--- config.mk ---
export PLATFORM = sky130hd
export DESIGN_NAME = uic_core
export DESIGN_NICKNAME = d
export VERILOG_FILES = /design/src/uic_pkg.sv /design/src/uic_core.sv /design/src/uic_pin_sync.sv
export SDC_FILE = /design/constraint.sdc
export NUM_CORES = 1
export LEC_CHECK = 0
export BUFFER_PORTS_ARGS = -buffer_cell sky130_fd_sc_hd__buf_2
export CORE_MARGIN = 5
export CORE_UTILIZATION = 50
export CTS_CLUSTER_DIAMETER = 150
export DETAILED_ROUTE_END_ITERATION = 10
export PLACE_DENSITY = 0.75
export SYNTH_ARGS = -nofsm -noshare
export SYNTH_HDL_FRONTEND = slang
export SYNTH_SLANG_ARGS = --single-unit
--- constraint.sdc ---
create_clock -name clk -period 1.9 [get_ports clk]
set_clock_uncertainty 0.15 [all_clocks]
set_input_delay 0.38 -clock clk [delete_from_list [all_inputs] [get_ports clk]]
set_output_delay 0.38 -clock clk [all_outputs]
set_load 0.01 [all_outputs]
--- src/uic_pkg.sv ---
// Package: register map, source bit layout and reset values of the interrupt block
package uic_pkg;
  // ==========================================
  // Register map (device control register numbers)
  localparam logic [9:0] UIC_ADDR_STATUS   = 10'h0C0;
  localparam logic [9:0] UIC_ADDR_ENABLE   = 10'h0C2;
  localparam logic [9:0] UIC_ADDR_CLASS    = 10'h0C3;
  localparam logic [9:0] UIC_ADDR_POLARITY = 10'h0C4;
  localparam logic [9:0] UIC_ADDR_TRIGGER  = 10'h0C5;

  // ==========================================
  // Source layout
  localparam int          UIC_NSRC        = 32;
  localparam int          UIC_BIT_SER0    = 0;
  localparam int          UIC_BIT_SER1    = 1;
  localparam int          UIC_BIT_TWI     = 2;
  localparam int          UIC_BIT_EXTMST  = 3;
  localparam int          UIC_BIT_DMA0    = 5;
  localparam int          UIC_BIT_MEMERR  = 17;
  localparam int          UIC_BIT_EXTREQ0 = 25;
  localparam logic [31:0] UIC_IMPL_MASK   = 32'hFE0201EF;
  localparam logic [31:0] UIC_ONCHIP_MASK = 32'h000201EF;

  // ==========================================
  // Reset values
  localparam logic [31:0] UIC_RST_STATUS   = 32'h00000000;
  localparam logic [31:0] UIC_RST_ENABLE   = 32'h00000000;
  localparam logic [31:0] UIC_RST_CLASS    = 32'h00000000;
  localparam logic [31:0] UIC_RST_POLARITY = 32'h00000000;
  localparam logic [31:0] UIC_RST_TRIGGER  = 32'h00000000;

  // ==========================================
  // Input synchroniser depth for pins
  localparam int          UIC_SYNC_STAGES  = 3;
endpackage

--- src/uic_core.sv ---
// Interrupt status, enable, class and polarity logic with register port
`timescale 1ns/10ps
module uic_core
  import uic_pkg::*;
#(
  parameter int NEXT = 7
) (
  // Clock and reset
  input  wire logic              clk,
  input  wire logic              rst_n,
  // Register port
  input  wire logic [9:0]        reg_addr,
  input  wire logic              reg_wr,
  input  wire logic              reg_rd,
  input  wire logic [31:0]       reg_wdata,
  output logic      [31:0]       reg_rdata,
  output logic                   reg_ack,
  // On-chip sources, same clock
  input  wire logic              serial0_irq,
  input  wire logic              serial1_irq,
  input  wire logic              twi_irq,
  input  wire logic              ext_master_irq,
  input  wire logic [3:0]        dma_irq,
  input  wire logic              mem_correctable_err_irq,
  // External request pins
  input  wire logic [NEXT-1:0]   ext_request,
  // Toward the core
  output logic                   core_crit_irq,
  output logic                   core_noncrit_irq
);
  logic [31:0]     status_r, enable_r, class_r, polarity_r, trigger_r;
  logic [31:0]     status_nxt, enable_nxt, class_nxt, polarity_nxt, trigger_nxt;
  logic [31:0]     raw_prev_r, raw_prev_nxt;
  logic [31:0]     rdata_r, rdata_nxt;
  logic            ack_r, ack_nxt, crit_r, crit_nxt, ncrit_r, ncrit_nxt;
  logic [NEXT-1:0] ext_sync;
  logic [31:0]     raw, active, edge_hit, request, clr, wmask, pend;
  logic            hit_status, hit_enable, hit_class, hit_polarity, hit_trigger;

  // ==========================================
  // Pin synchroniser
  uic_pin_sync #(.WIDTH(NEXT)) u_sync (
    .clk      (clk),
    .rst_n    (rst_n),
    .pin_in   (ext_request),
    .pin_sync (ext_sync)
  );

  // ==========================================
  // Source vector: reserved positions tied low
  always_comb begin
    raw = '0;
    raw[UIC_BIT_SER0]   = serial0_irq;
    raw[UIC_BIT_SER1]   = serial1_irq;
    raw[UIC_BIT_TWI]    = twi_irq;
    raw[UIC_BIT_EXTMST] = ext_master_irq;
    raw[UIC_BIT_DMA0 +: 4] = dma_irq;
    raw[UIC_BIT_MEMERR] = mem_correctable_err_irq;
    raw[UIC_BIT_EXTREQ0 +: NEXT] = ext_sync;
  end

  // ==========================================
  // Detection per source, one slice per bit position
  for (genvar i = 0; i < UIC_NSRC; i++) begin : g_src
    if (UIC_IMPL_MASK[i]) begin : g_live
      // Polarity 1 means high or rising; on-chip sources rely on software setting it
      assign active[i]   = polarity_r[i] ? raw[i] : ~raw[i];
      // Edge taken against the level sampled one clock earlier
      assign edge_hit[i] = polarity_r[i] ? (raw[i] & ~raw_prev_r[i])
                                         : (~raw[i] & raw_prev_r[i]);
      // Trigger bit picks which detector feeds the capture
      assign request[i]  = trigger_r[i] ? edge_hit[i] : active[i];
    end else begin : g_rsvd
      // No source behind this position, so nothing is ever captured
      assign active[i]   = 1'b0;
      assign edge_hit[i] = 1'b0;
      assign request[i]  = 1'b0;
    end
  end

  // ==========================================
  // Register number decode for writes and status clear; reads decode reg_addr in their own case
  always_comb begin
    hit_status   = (reg_addr == UIC_ADDR_STATUS);
    hit_enable   = (reg_addr == UIC_ADDR_ENABLE);
    hit_class    = (reg_addr == UIC_ADDR_CLASS);
    hit_polarity = (reg_addr == UIC_ADDR_POLARITY);
    hit_trigger  = (reg_addr == UIC_ADDR_TRIGGER);
    // Reserved positions dropped on the way in, so no register can ever hold one
    wmask        = reg_wdata & UIC_IMPL_MASK;
  end

  // ==========================================
  // Configuration: enable, class, polarity and trigger
  always_comb begin
    enable_nxt   = enable_r;
    class_nxt    = class_r;
    polarity_nxt = polarity_r;
    trigger_nxt  = trigger_r;
    // Unmapped numbers match no hit and are ignored
    if (reg_wr) begin
      if (hit_enable) begin
        enable_nxt = wmask;
      end
      if (hit_class) begin
        class_nxt = wmask;
      end
      if (hit_polarity) begin
        polarity_nxt = wmask;
      end
      if (hit_trigger) begin
        trigger_nxt = wmask;
      end
    end
  end

  always_ff @(posedge clk) begin
    if (!rst_n) begin
      enable_r   <= UIC_RST_ENABLE;
      class_r    <= UIC_RST_CLASS;
      polarity_r <= UIC_RST_POLARITY;
      trigger_r  <= UIC_RST_TRIGGER;
    end else begin
      enable_r   <= enable_nxt;
      class_r    <= class_nxt;
      polarity_r <= polarity_nxt;
      trigger_r  <= trigger_nxt;
    end
  end

  // ==========================================
  // Status capture
  always_comb begin
    // Write one clears, write zero leaves the flag alone
    clr        = (reg_wr && hit_status) ? wmask : '0;
    // Set beats clear; with trigger 0 an active level re-sets the flag so its clear has no effect
    status_nxt = ((status_r & ~clr) | request) & UIC_IMPL_MASK;
  end

  always_ff @(posedge clk) begin
    if (!rst_n) begin
      status_r <= UIC_RST_STATUS;
    end else begin
      status_r <= status_nxt;
    end
  end

  // ==========================================
  // Edge history: level of every source one clock back
  always_comb begin
    raw_prev_nxt = raw;
  end

  always_ff @(posedge clk) begin
    if (!rst_n) begin
      raw_prev_r <= '0;
    end else begin
      raw_prev_r <= raw_prev_nxt;
    end
  end

  // ==========================================
  // Register reads, one cycle after the strobe
  always_comb begin
    rdata_nxt = rdata_r;
    // Every strobe is answered, mapped or not, so software never stalls
    ack_nxt   = reg_rd | reg_wr;
    if (reg_rd) begin
      unique case (reg_addr)
        UIC_ADDR_STATUS:   rdata_nxt = status_r;
        UIC_ADDR_ENABLE:   rdata_nxt = enable_r;
        UIC_ADDR_CLASS:    rdata_nxt = class_r;
        UIC_ADDR_POLARITY: rdata_nxt = polarity_r;
        UIC_ADDR_TRIGGER:  rdata_nxt = trigger_r;
        default:           rdata_nxt = 32'h00000000;
      endcase
    end
  end

  always_ff @(posedge clk) begin
    if (!rst_n) begin
      rdata_r <= '0;
      ack_r   <= 1'b0;
    end else begin
      rdata_r <= rdata_nxt;
      ack_r   <= ack_nxt;
    end
  end

  // ==========================================
  // Routing to the core
  always_comb begin
    pend      = status_r & enable_r;
    // Both outputs may stand at once when enabled flags differ in class
    crit_nxt  = |(pend & class_r);
    ncrit_nxt = |(pend & ~class_r);
  end

  always_ff @(posedge clk) begin
    if (!rst_n) begin
      crit_r  <= 1'b0;
      ncrit_r <= 1'b0;
    end else begin
      crit_r  <= crit_nxt;
      ncrit_r <= ncrit_nxt;
    end
  end

  // ==========================================
  // Outputs straight from their flip-flops
  assign reg_rdata        = rdata_r;
  assign reg_ack          = ack_r;
  assign core_crit_irq    = crit_r;
  assign core_noncrit_irq = ncrit_r;
endmodule // uic_core

--- src/uic_pin_sync.sv ---
// Three-stage synchroniser for the external request pins
`timescale 1ns/10ps
module uic_pin_sync
  import uic_pkg::*;
#(
  parameter int WIDTH = 7
) (
  // Clock and reset
  input  wire logic             clk,
  input  wire logic             rst_n,
  // Pins in, settled level out
  input  wire logic [WIDTH-1:0] pin_in,
  output logic      [WIDTH-1:0] pin_sync
);
  logic [WIDTH-1:0] s1_r, s2_r, s3_r, q_r;
  logic [WIDTH-1:0] s1_nxt, s2_nxt, s3_nxt, q_nxt;

  // ==========================================
  // Next values: a change counts once stages two and three agree
  always_comb begin
    s1_nxt = pin_in;
    s2_nxt = s1_r;
    s3_nxt = s2_r;
    q_nxt  = q_r;
    for (int i = 0; i < WIDTH; i++) begin
      if (s2_r[i] == s3_r[i]) begin
        q_nxt[i] = s3_r[i];
      end
    end
  end

  always_ff @(posedge clk) begin
    if (!rst_n) begin
      s1_r <= '0;
      s2_r <= '0;
      s3_r <= '0;
      q_r  <= '0;
    end else begin
      s1_r <= s1_nxt;
      s2_r <= s2_nxt;
      s3_r <= s3_nxt;
      q_r  <= q_nxt;
    end
  end

  assign pin_sync = q_r;
endmodule // uic_pin_sync

==> impl_results.md, run 1 <==
- Worst path max stage delay: 0.76 ns
- Die H: 118 µm
- Seq/Total Area, Yosys: 48.9%
- Largest net degree at the start of global routing: 66
- Most instantiated cells after synthesis: dfxtp_1 (143), o21ai_0 (103), nand3_1 (81)
- Placeable Area: 11500 µm²
- Share of cells above drive strength 1: 15.6%
- Count leader, synth: dfxtp_1
- CTS Root Cell: clkbuf_16
- DIE WIDTH: 118 µm
- DP HPWL: 10.5 mm
- Crit path max fanout: 5
- CTS Buf Count: 17
- Final WL: 15.2 mm
- Register bit total from synthesis: 143
- CP Launch Type: input port
- Hold buffer count at cts: 0
- Post-synth top area cell: dfxtp_1
- CTS tree: built
- CP max-delay cell: or4b_2
- Layout area overhead: 18.3%
- Row cnt: 39
- Routed Antenna Nets: 0
- Final instance area: 6920 µm²
- P per Cell Area: 960 nW/µm²
- Prevailing post-synth register cell: dfxtp_1
- ANT cells: 0
- Routed wire length per instance: 16.8 µm
- Critical Path, Cell by Cell: buf_2 -> or4b_2 -> buf_4 -> o22ai_1 -> a22oi_1 -> a21oi_1
- Max clock buf depth: 2
- Initial antenna violation count: 0
- Final Hold Violating Endpoints: 0
- Final setup violating endpoints: 0
- Avg Cell Area, Syn: 8.54 µm²
- Clock transition at path regs: 0.06 ns
- H-tree Lvls: 4
- Synth top area share: 48.9%
- Vias per cell: 5.85
- Filler cells: 1020
- Grt ovf: 0
- Maxcap violations: 0
- Setup bufs post-CTS: 0
- Final worst-path cycle share: 86.4%
- Routed vias: 5303
- Peak Freq: 609 MHz
- Final non-filler cell total: 906
- # DRC: 0
- Layout Nets: 813
- Die ar.: 14000 µm²
- DR iter-0 viols: 532
- Slew Limit Fails: 0
- WP data arrival: 1.84 ns
- Placed Area: 6350 µm²
- Drt pass-1 iters: 6
- Skew-Pair Late Insertion Delay: 0.42 ns
- Vias in the first global route: 5129
- Clock Sinks: 143
- RSZ-0062 raised after global routing: false
- Netlist cell types: 31
- Post-Synthesis Cells: 685
- HP Class: in2reg
- Worst IR Drop VDD: 0.589 mV
- I/O pins: 97
- Number of flops mapped to enable cells by yosys: 0
- Global-route wire length before repair: 24.9 mm
- Leak: 2.75 nW
- GP Congestion: 0.876
- Total power: 6.65 mW
- Placed insts: 875
- Period minus WS final: 1.64 ns
- Post-synth ARST share: 0%
- Total GRT Usage: 22.0%
- Post-layout util: 60.4%
- Status: complete, no violations
- Crit Path Category: in2reg
- YS warnings: 0
- Synthesized cell area: 5850 µm²
- Initial core utilization: 51.0%
- Crit. End Element: register
- IO Port Bufs: 64
- Cts repair resizes: 0
- Data required time of the critical path: 2.10 ns
- Synth top area cells: dfxtp_1 (49%), o21ai_0 (8.8%), nand3_1 (6.9%)
==> stage by stage <==
step           hold slack (ns)  setup TNS [ns]  setup slack (ns)
2_1_floorplan            0.262               0            0.0606
3_3_place_gp             0.265           -1.54            -0.105
3_5_place_dp             0.271           -3.35            -0.153
4_1_cts                0.00427               0             0.284
5_1_grt                0.00655               0             0.183
6_report                0.0134               0             0.258
==> registers in the layout, summed over array words and instances, names as in the netlist <==
register,count
raw_prev_r,16
u_sync.s3_r,7
u_sync.s2_r,7
reg_ack,1
core_crit_irq,1
reg_rdata,16
polarity_r,16
status_r,16
u_sync.s1_r,7
trigger_r,16
core_noncrit_irq,1
class_r,16
u_sync.pin_sync,7
enable_r,16
==> per-layer routing <==
metal  share of wire [%]  GRT usage [%]  vias to the layer above
met4                 2.6           9.82                        0
met5                   0              0                        -
met3                 8.4           6.02                       31
met2                  47           35.9                      230
met1                  42           27.1                     2480
li1                    -              -                     2562
==> final cells by class <==
type,count,area [µm²],share of cell area (%)
flip-flops and latches,143,2860,41.4
multi-input cells,483,2680,38.7
repair buffers,89,573,8.28
clock buffers,24,482,6.96
well taps,143,179,2.58
clock inverters,7,85.1,1.23
inverters,17,63.8,0.922
==> report_power, final <==
part	switching, mW	internal [mW]	leakage, nW
sequential	0.0454	3.07	1.17
combinational	0.213	0.134	1.30
clock	1.17	2.02	0.284
total	1.43	5.22	2.75
==> critical path, delay by kind of cell <==
| family | cells | cell delay, ns |
|---|---|---|
| compound gates | 3 | 0.38 |
| simple gates | 1 | 0.76 |
| buf+inv | 2 | 0.31 |
==> path summary, 6_finish.rpt <==
path                  start             end  slack [ns]  depth (start not counted)
max             reg_addr[1]    reg_rdata[2]        0.26                          6
max reg2reg      class_r[0]   core_crit_irq        0.58                          4
min          ext_request[3]  u_sync.s1_r[3]        0.01                          2
min reg2reg  u_sync.s1_r[1]  u_sync.s2_r[1]        0.28                          1
==> layout by cell type, fill, tap and decap left out <==
master	count
or4b_2	1
nor4b_1	1
nor2_1	12
o21ai_0	103
nor3b_2	1
buf_12	5
a22o_1	4
nor4_1	3
nand2_1	60
nor2b_1	19
a21oi_1	35
clkbuf_1	4
buf_2	63
nand4_1	7
o22ai_1	20
mux2i_1	28
bufinv_16	2
nand4b_1	2
nor3_1	17
clkinv_1	1
conb_1	16
or4_4	1
clkbuf_8	3
clkbuf_16	17
and2_1	37
buf_4	21
dfxtp_1	143
a22oi_1	12
nand3_1	81
clkinv_2	5
inv_1	16
a221oi_1	4
a31oi_1	17
and4b_1	2
==> cells by family (layout without fill, tap and decap cells) <==
| family | after synthesis | count (layout) | synth area share (%) |
|---|---|---|---|
| AO/OA/AOI/OAI | 195 | 195 | 18.5 |
| buffers and inverters | 74 | 137 | 6.29 |
| flip-flops | 143 | 143 | 48.9 |
| multiplexers | 28 | 28 | 4.79 |
| other | 1 | 16 | 0.0641 |
| AND/OR/NAND/NOR | 244 | 244 | 21.4 |
(Power assumes the default switching activity.)
==> inputs of run 2 (changes only) <==
--- a/config.mk
+++ b/config.mk
@@ -7,10 +7,11 @@
 export LEC_CHECK = 0
 export BUFFER_PORTS_ARGS = -buffer_cell sky130_fd_sc_hd__buf_2
 export CORE_MARGIN = 5
-export CORE_UTILIZATION = 50
+export CORE_UTILIZATION = 52
+export CTS_BUF_LIST = sky130_fd_sc_hd__clkbuf_4 sky130_fd_sc_hd__clkbuf_8
 export CTS_CLUSTER_DIAMETER = 150
 export DETAILED_ROUTE_END_ITERATION = 10
-export PLACE_DENSITY = 0.75
+export PLACE_DENSITY = 0.77
 export SYNTH_ARGS = -nofsm -noshare
 export SYNTH_HDL_FRONTEND = slang
 export SYNTH_SLANG_ARGS = --single-unit
==> impl_results.md, run 2 (synthesis gave the netlist of run 1 again) <==
- Placeable Area: 10900 µm² (was 11500 µm²)
- CP Launch Type: input port (unchanged)
- Final worst-path cycle share: 93.3% (was 86.4%)
- Hold endpoint: raw_prev_r[6] (was u_sync.s1_r[3])
- Clock transition at path regs: 0.08 ns (was 0.06 ns)
- Layout area overhead: 16.6% (was 18.3%)
- Grt ovf: 0 (unchanged)
- ANT cells: 0 (unchanged)
- DR iter-0 viols: 550 (was 532)
- HP Class: in2reg (unchanged)
- GP Congestion: 0.859 (was 0.876)
- R2R setup slack: 0.53 ns (was 0.58 ns)
- Maxcap violations: 0 (unchanged)
- H-tree Lvls: 4 (unchanged)
- Slew Limit Fails: 0 (unchanged)
- CTS tree: built (unchanged)
- # DRC: 0 (unchanged)
- Crit path max fanout: 9 (was 5)
- Total GRT Usage: 22.8% (was 22.0%)
- Skew-Pair Late Insertion Delay: 0.45 ns (was 0.42 ns)
- Vias in the first global route: 5059 (was 5129)
- DP HPWL: 10.2 mm (was 10.5 mm)
- CTS Buf Count: 17 (unchanged)
- FF-to-FF Start: class_r[0] (unchanged)
- Routed vias: 5311 (was 5303)
- Hold_sp: dma_irq[1] (was ext_request[3])
- Largest net degree at the start of global routing: 81 (was 66)
- Period minus WS final: 1.77 ns (was 1.64 ns)
- Row cnt: 38 (was 39)
- Placed Area: 6360 µm² (was 6350 µm²)
- Die H: 116 µm (was 118 µm)
- Worst IR Drop VDD: 0.412 mV (was 0.589 mV)
- P per Cell Area: 843 nW/µm² (was 960 nW/µm²)
- Layout Nets: 821 (was 813)
- Share of cells above drive strength 1: 16.1% (was 15.6%)
- Die ar.: 13500 µm² (was 14000 µm²)
- Hold path depth: 2 (unchanged)
- Drt pass-1 iters: 5 (was 6)
- Global-route wire length before repair: 24.1 mm (was 24.9 mm)
- Routed Antenna Nets: 0 (unchanged)
- Initial core utilization: 53.5% (was 51.0%)
- Status: complete, no violations (unchanged)
- TNS Setup: 0 ns (unchanged)
- IO Port Bufs: 64 (unchanged)
- Reg-to-reg endpoint: core_crit_irq (unchanged)
- Data required time of the critical path: 2.08 ns (was 2.10 ns)
- Final Hold Violating Endpoints: 0 (unchanged)
- Crit Path Category: in2reg (unchanged)
- Initial antenna violation count: 0 (unchanged)
- Peak Freq: 564 MHz (was 609 MHz)
- Crit. End Element: register (unchanged)
- WP data arrival: 1.95 ns (was 1.84 ns)
- DIE WIDTH: 116 µm (was 118 µm)
- Worst R2R Path Depth: 4 (unchanged)
- Final setup violating endpoints: 0 (unchanged)
- I/O pins: 97 (unchanged)
- Leak: 2.68 nW (was 2.75 nW)
- Final WL: 14.7 mm (was 15.2 mm)
- Clock Sinks: 143 (unchanged)
- Max clock buf depth: 2 (unchanged)
- CTS Root Cell: clkbuf_8 (was clkbuf_16)
- Most frequent cells in the layout: dfxtp_1 (143), o21ai_0 (103), nand3_1 (81) (unchanged)
- Final instance area: 6820 µm² (was 6920 µm²)
- Vias per cell: 5.82 (was 5.85)
- Routed wire length per instance: 16.2 µm (was 16.8 µm)
- Most common cell after layout, fill and taps aside: dfxtp_1 (unchanged)
- RSZ-0062 raised after global routing: false (unchanged)
## run 2: repair_timing
item,CTS,global route
setup buffers,0,0
hold buffers,9,0
setup endpoints to repair,0,1
gates resized for setup,0,1
endpoints found under the hold margin,9,0
## run 2: cell type report
| class | instances | area (µm²) |
|---|---|---|
| multi-input cells | 483 | 2680 |
| flip-flops and latches | 143 | 2860 |
| well taps | 140 | 175 |
| fillers | 924 | 4110 |
| repair buffers | 97 | 668 |
| inverters | 17 | 63.8 |
| clock inverters | 15 | 140 |
| clock buffers | 17 | 234 |
## run 2: power breakdown
| part | internal [mW] | leakage [nW] | switching, mW |
|---|---|---|---|
| Sequential | 3.06 | 1.17 | 0.0451 |
| Combinational | 0.148 | 1.33 | 0.213 |
| Clock | 0.970 | 0.184 | 1.31 |
| Total | 4.18 | 2.68 | 1.57 |
## run 2: how the worst max path moves through the flow
stage           startpoint            end  slack [ns]  cells after the start
2_1_floorplan  reg_addr[0]  reg_rdata[25]        0.06                      7
3_5_place_dp   reg_addr[1]   reg_rdata[8]       -0.12                      5
5_1_grt             reg_wr    status_r[5]       0.008                      7
3_3_place_gp   reg_addr[1]  reg_rdata[31]       -0.09                      5
4_1_cts             reg_wr    status_r[5]        0.15                      7
6_report            reg_wr    status_r[5]        0.13                      7
## run 2: stage by stage
step                      hold slack (ns)  setup slack [ns]  total power [mW]  utilization [%]  instances
after floorplan                     0.262            0.0606              3.39                -        700
after global placement              0.264           -0.0865              3.50             58.1        871
after detailed placement            0.269            -0.120              3.52             58.1        871
after CTS                        0.000135             0.146              5.78             62.4        912
after global routing              0.00168           0.00813              5.97             62.4        912
final                              0.0204             0.127              5.75             62.4        912
## run 2: critical path: stages
cell and delay [ns]:
dlygate4sd3_1 0.52, buf_2 0.11, and4b_2 0.29, nand4b_1 0.17, buf_4 0.23, o21ai_0 0.17, a21oi_1 0.09
## run 2: per-layer routing
| layer | part of all wire, % | up-vias | global-route usage (%) |
|---|---|---|---|
| li1 | - | 2569 | - |
| met4 | 2.7 | 0 | 9.98 |
| met5 | 0 | - | 0 |
| met1 | 43 | 2454 | 29.1 |
| met2 | 45 | 250 | 36.5 |
| met3 | 9.4 | 38 | 5.90 |
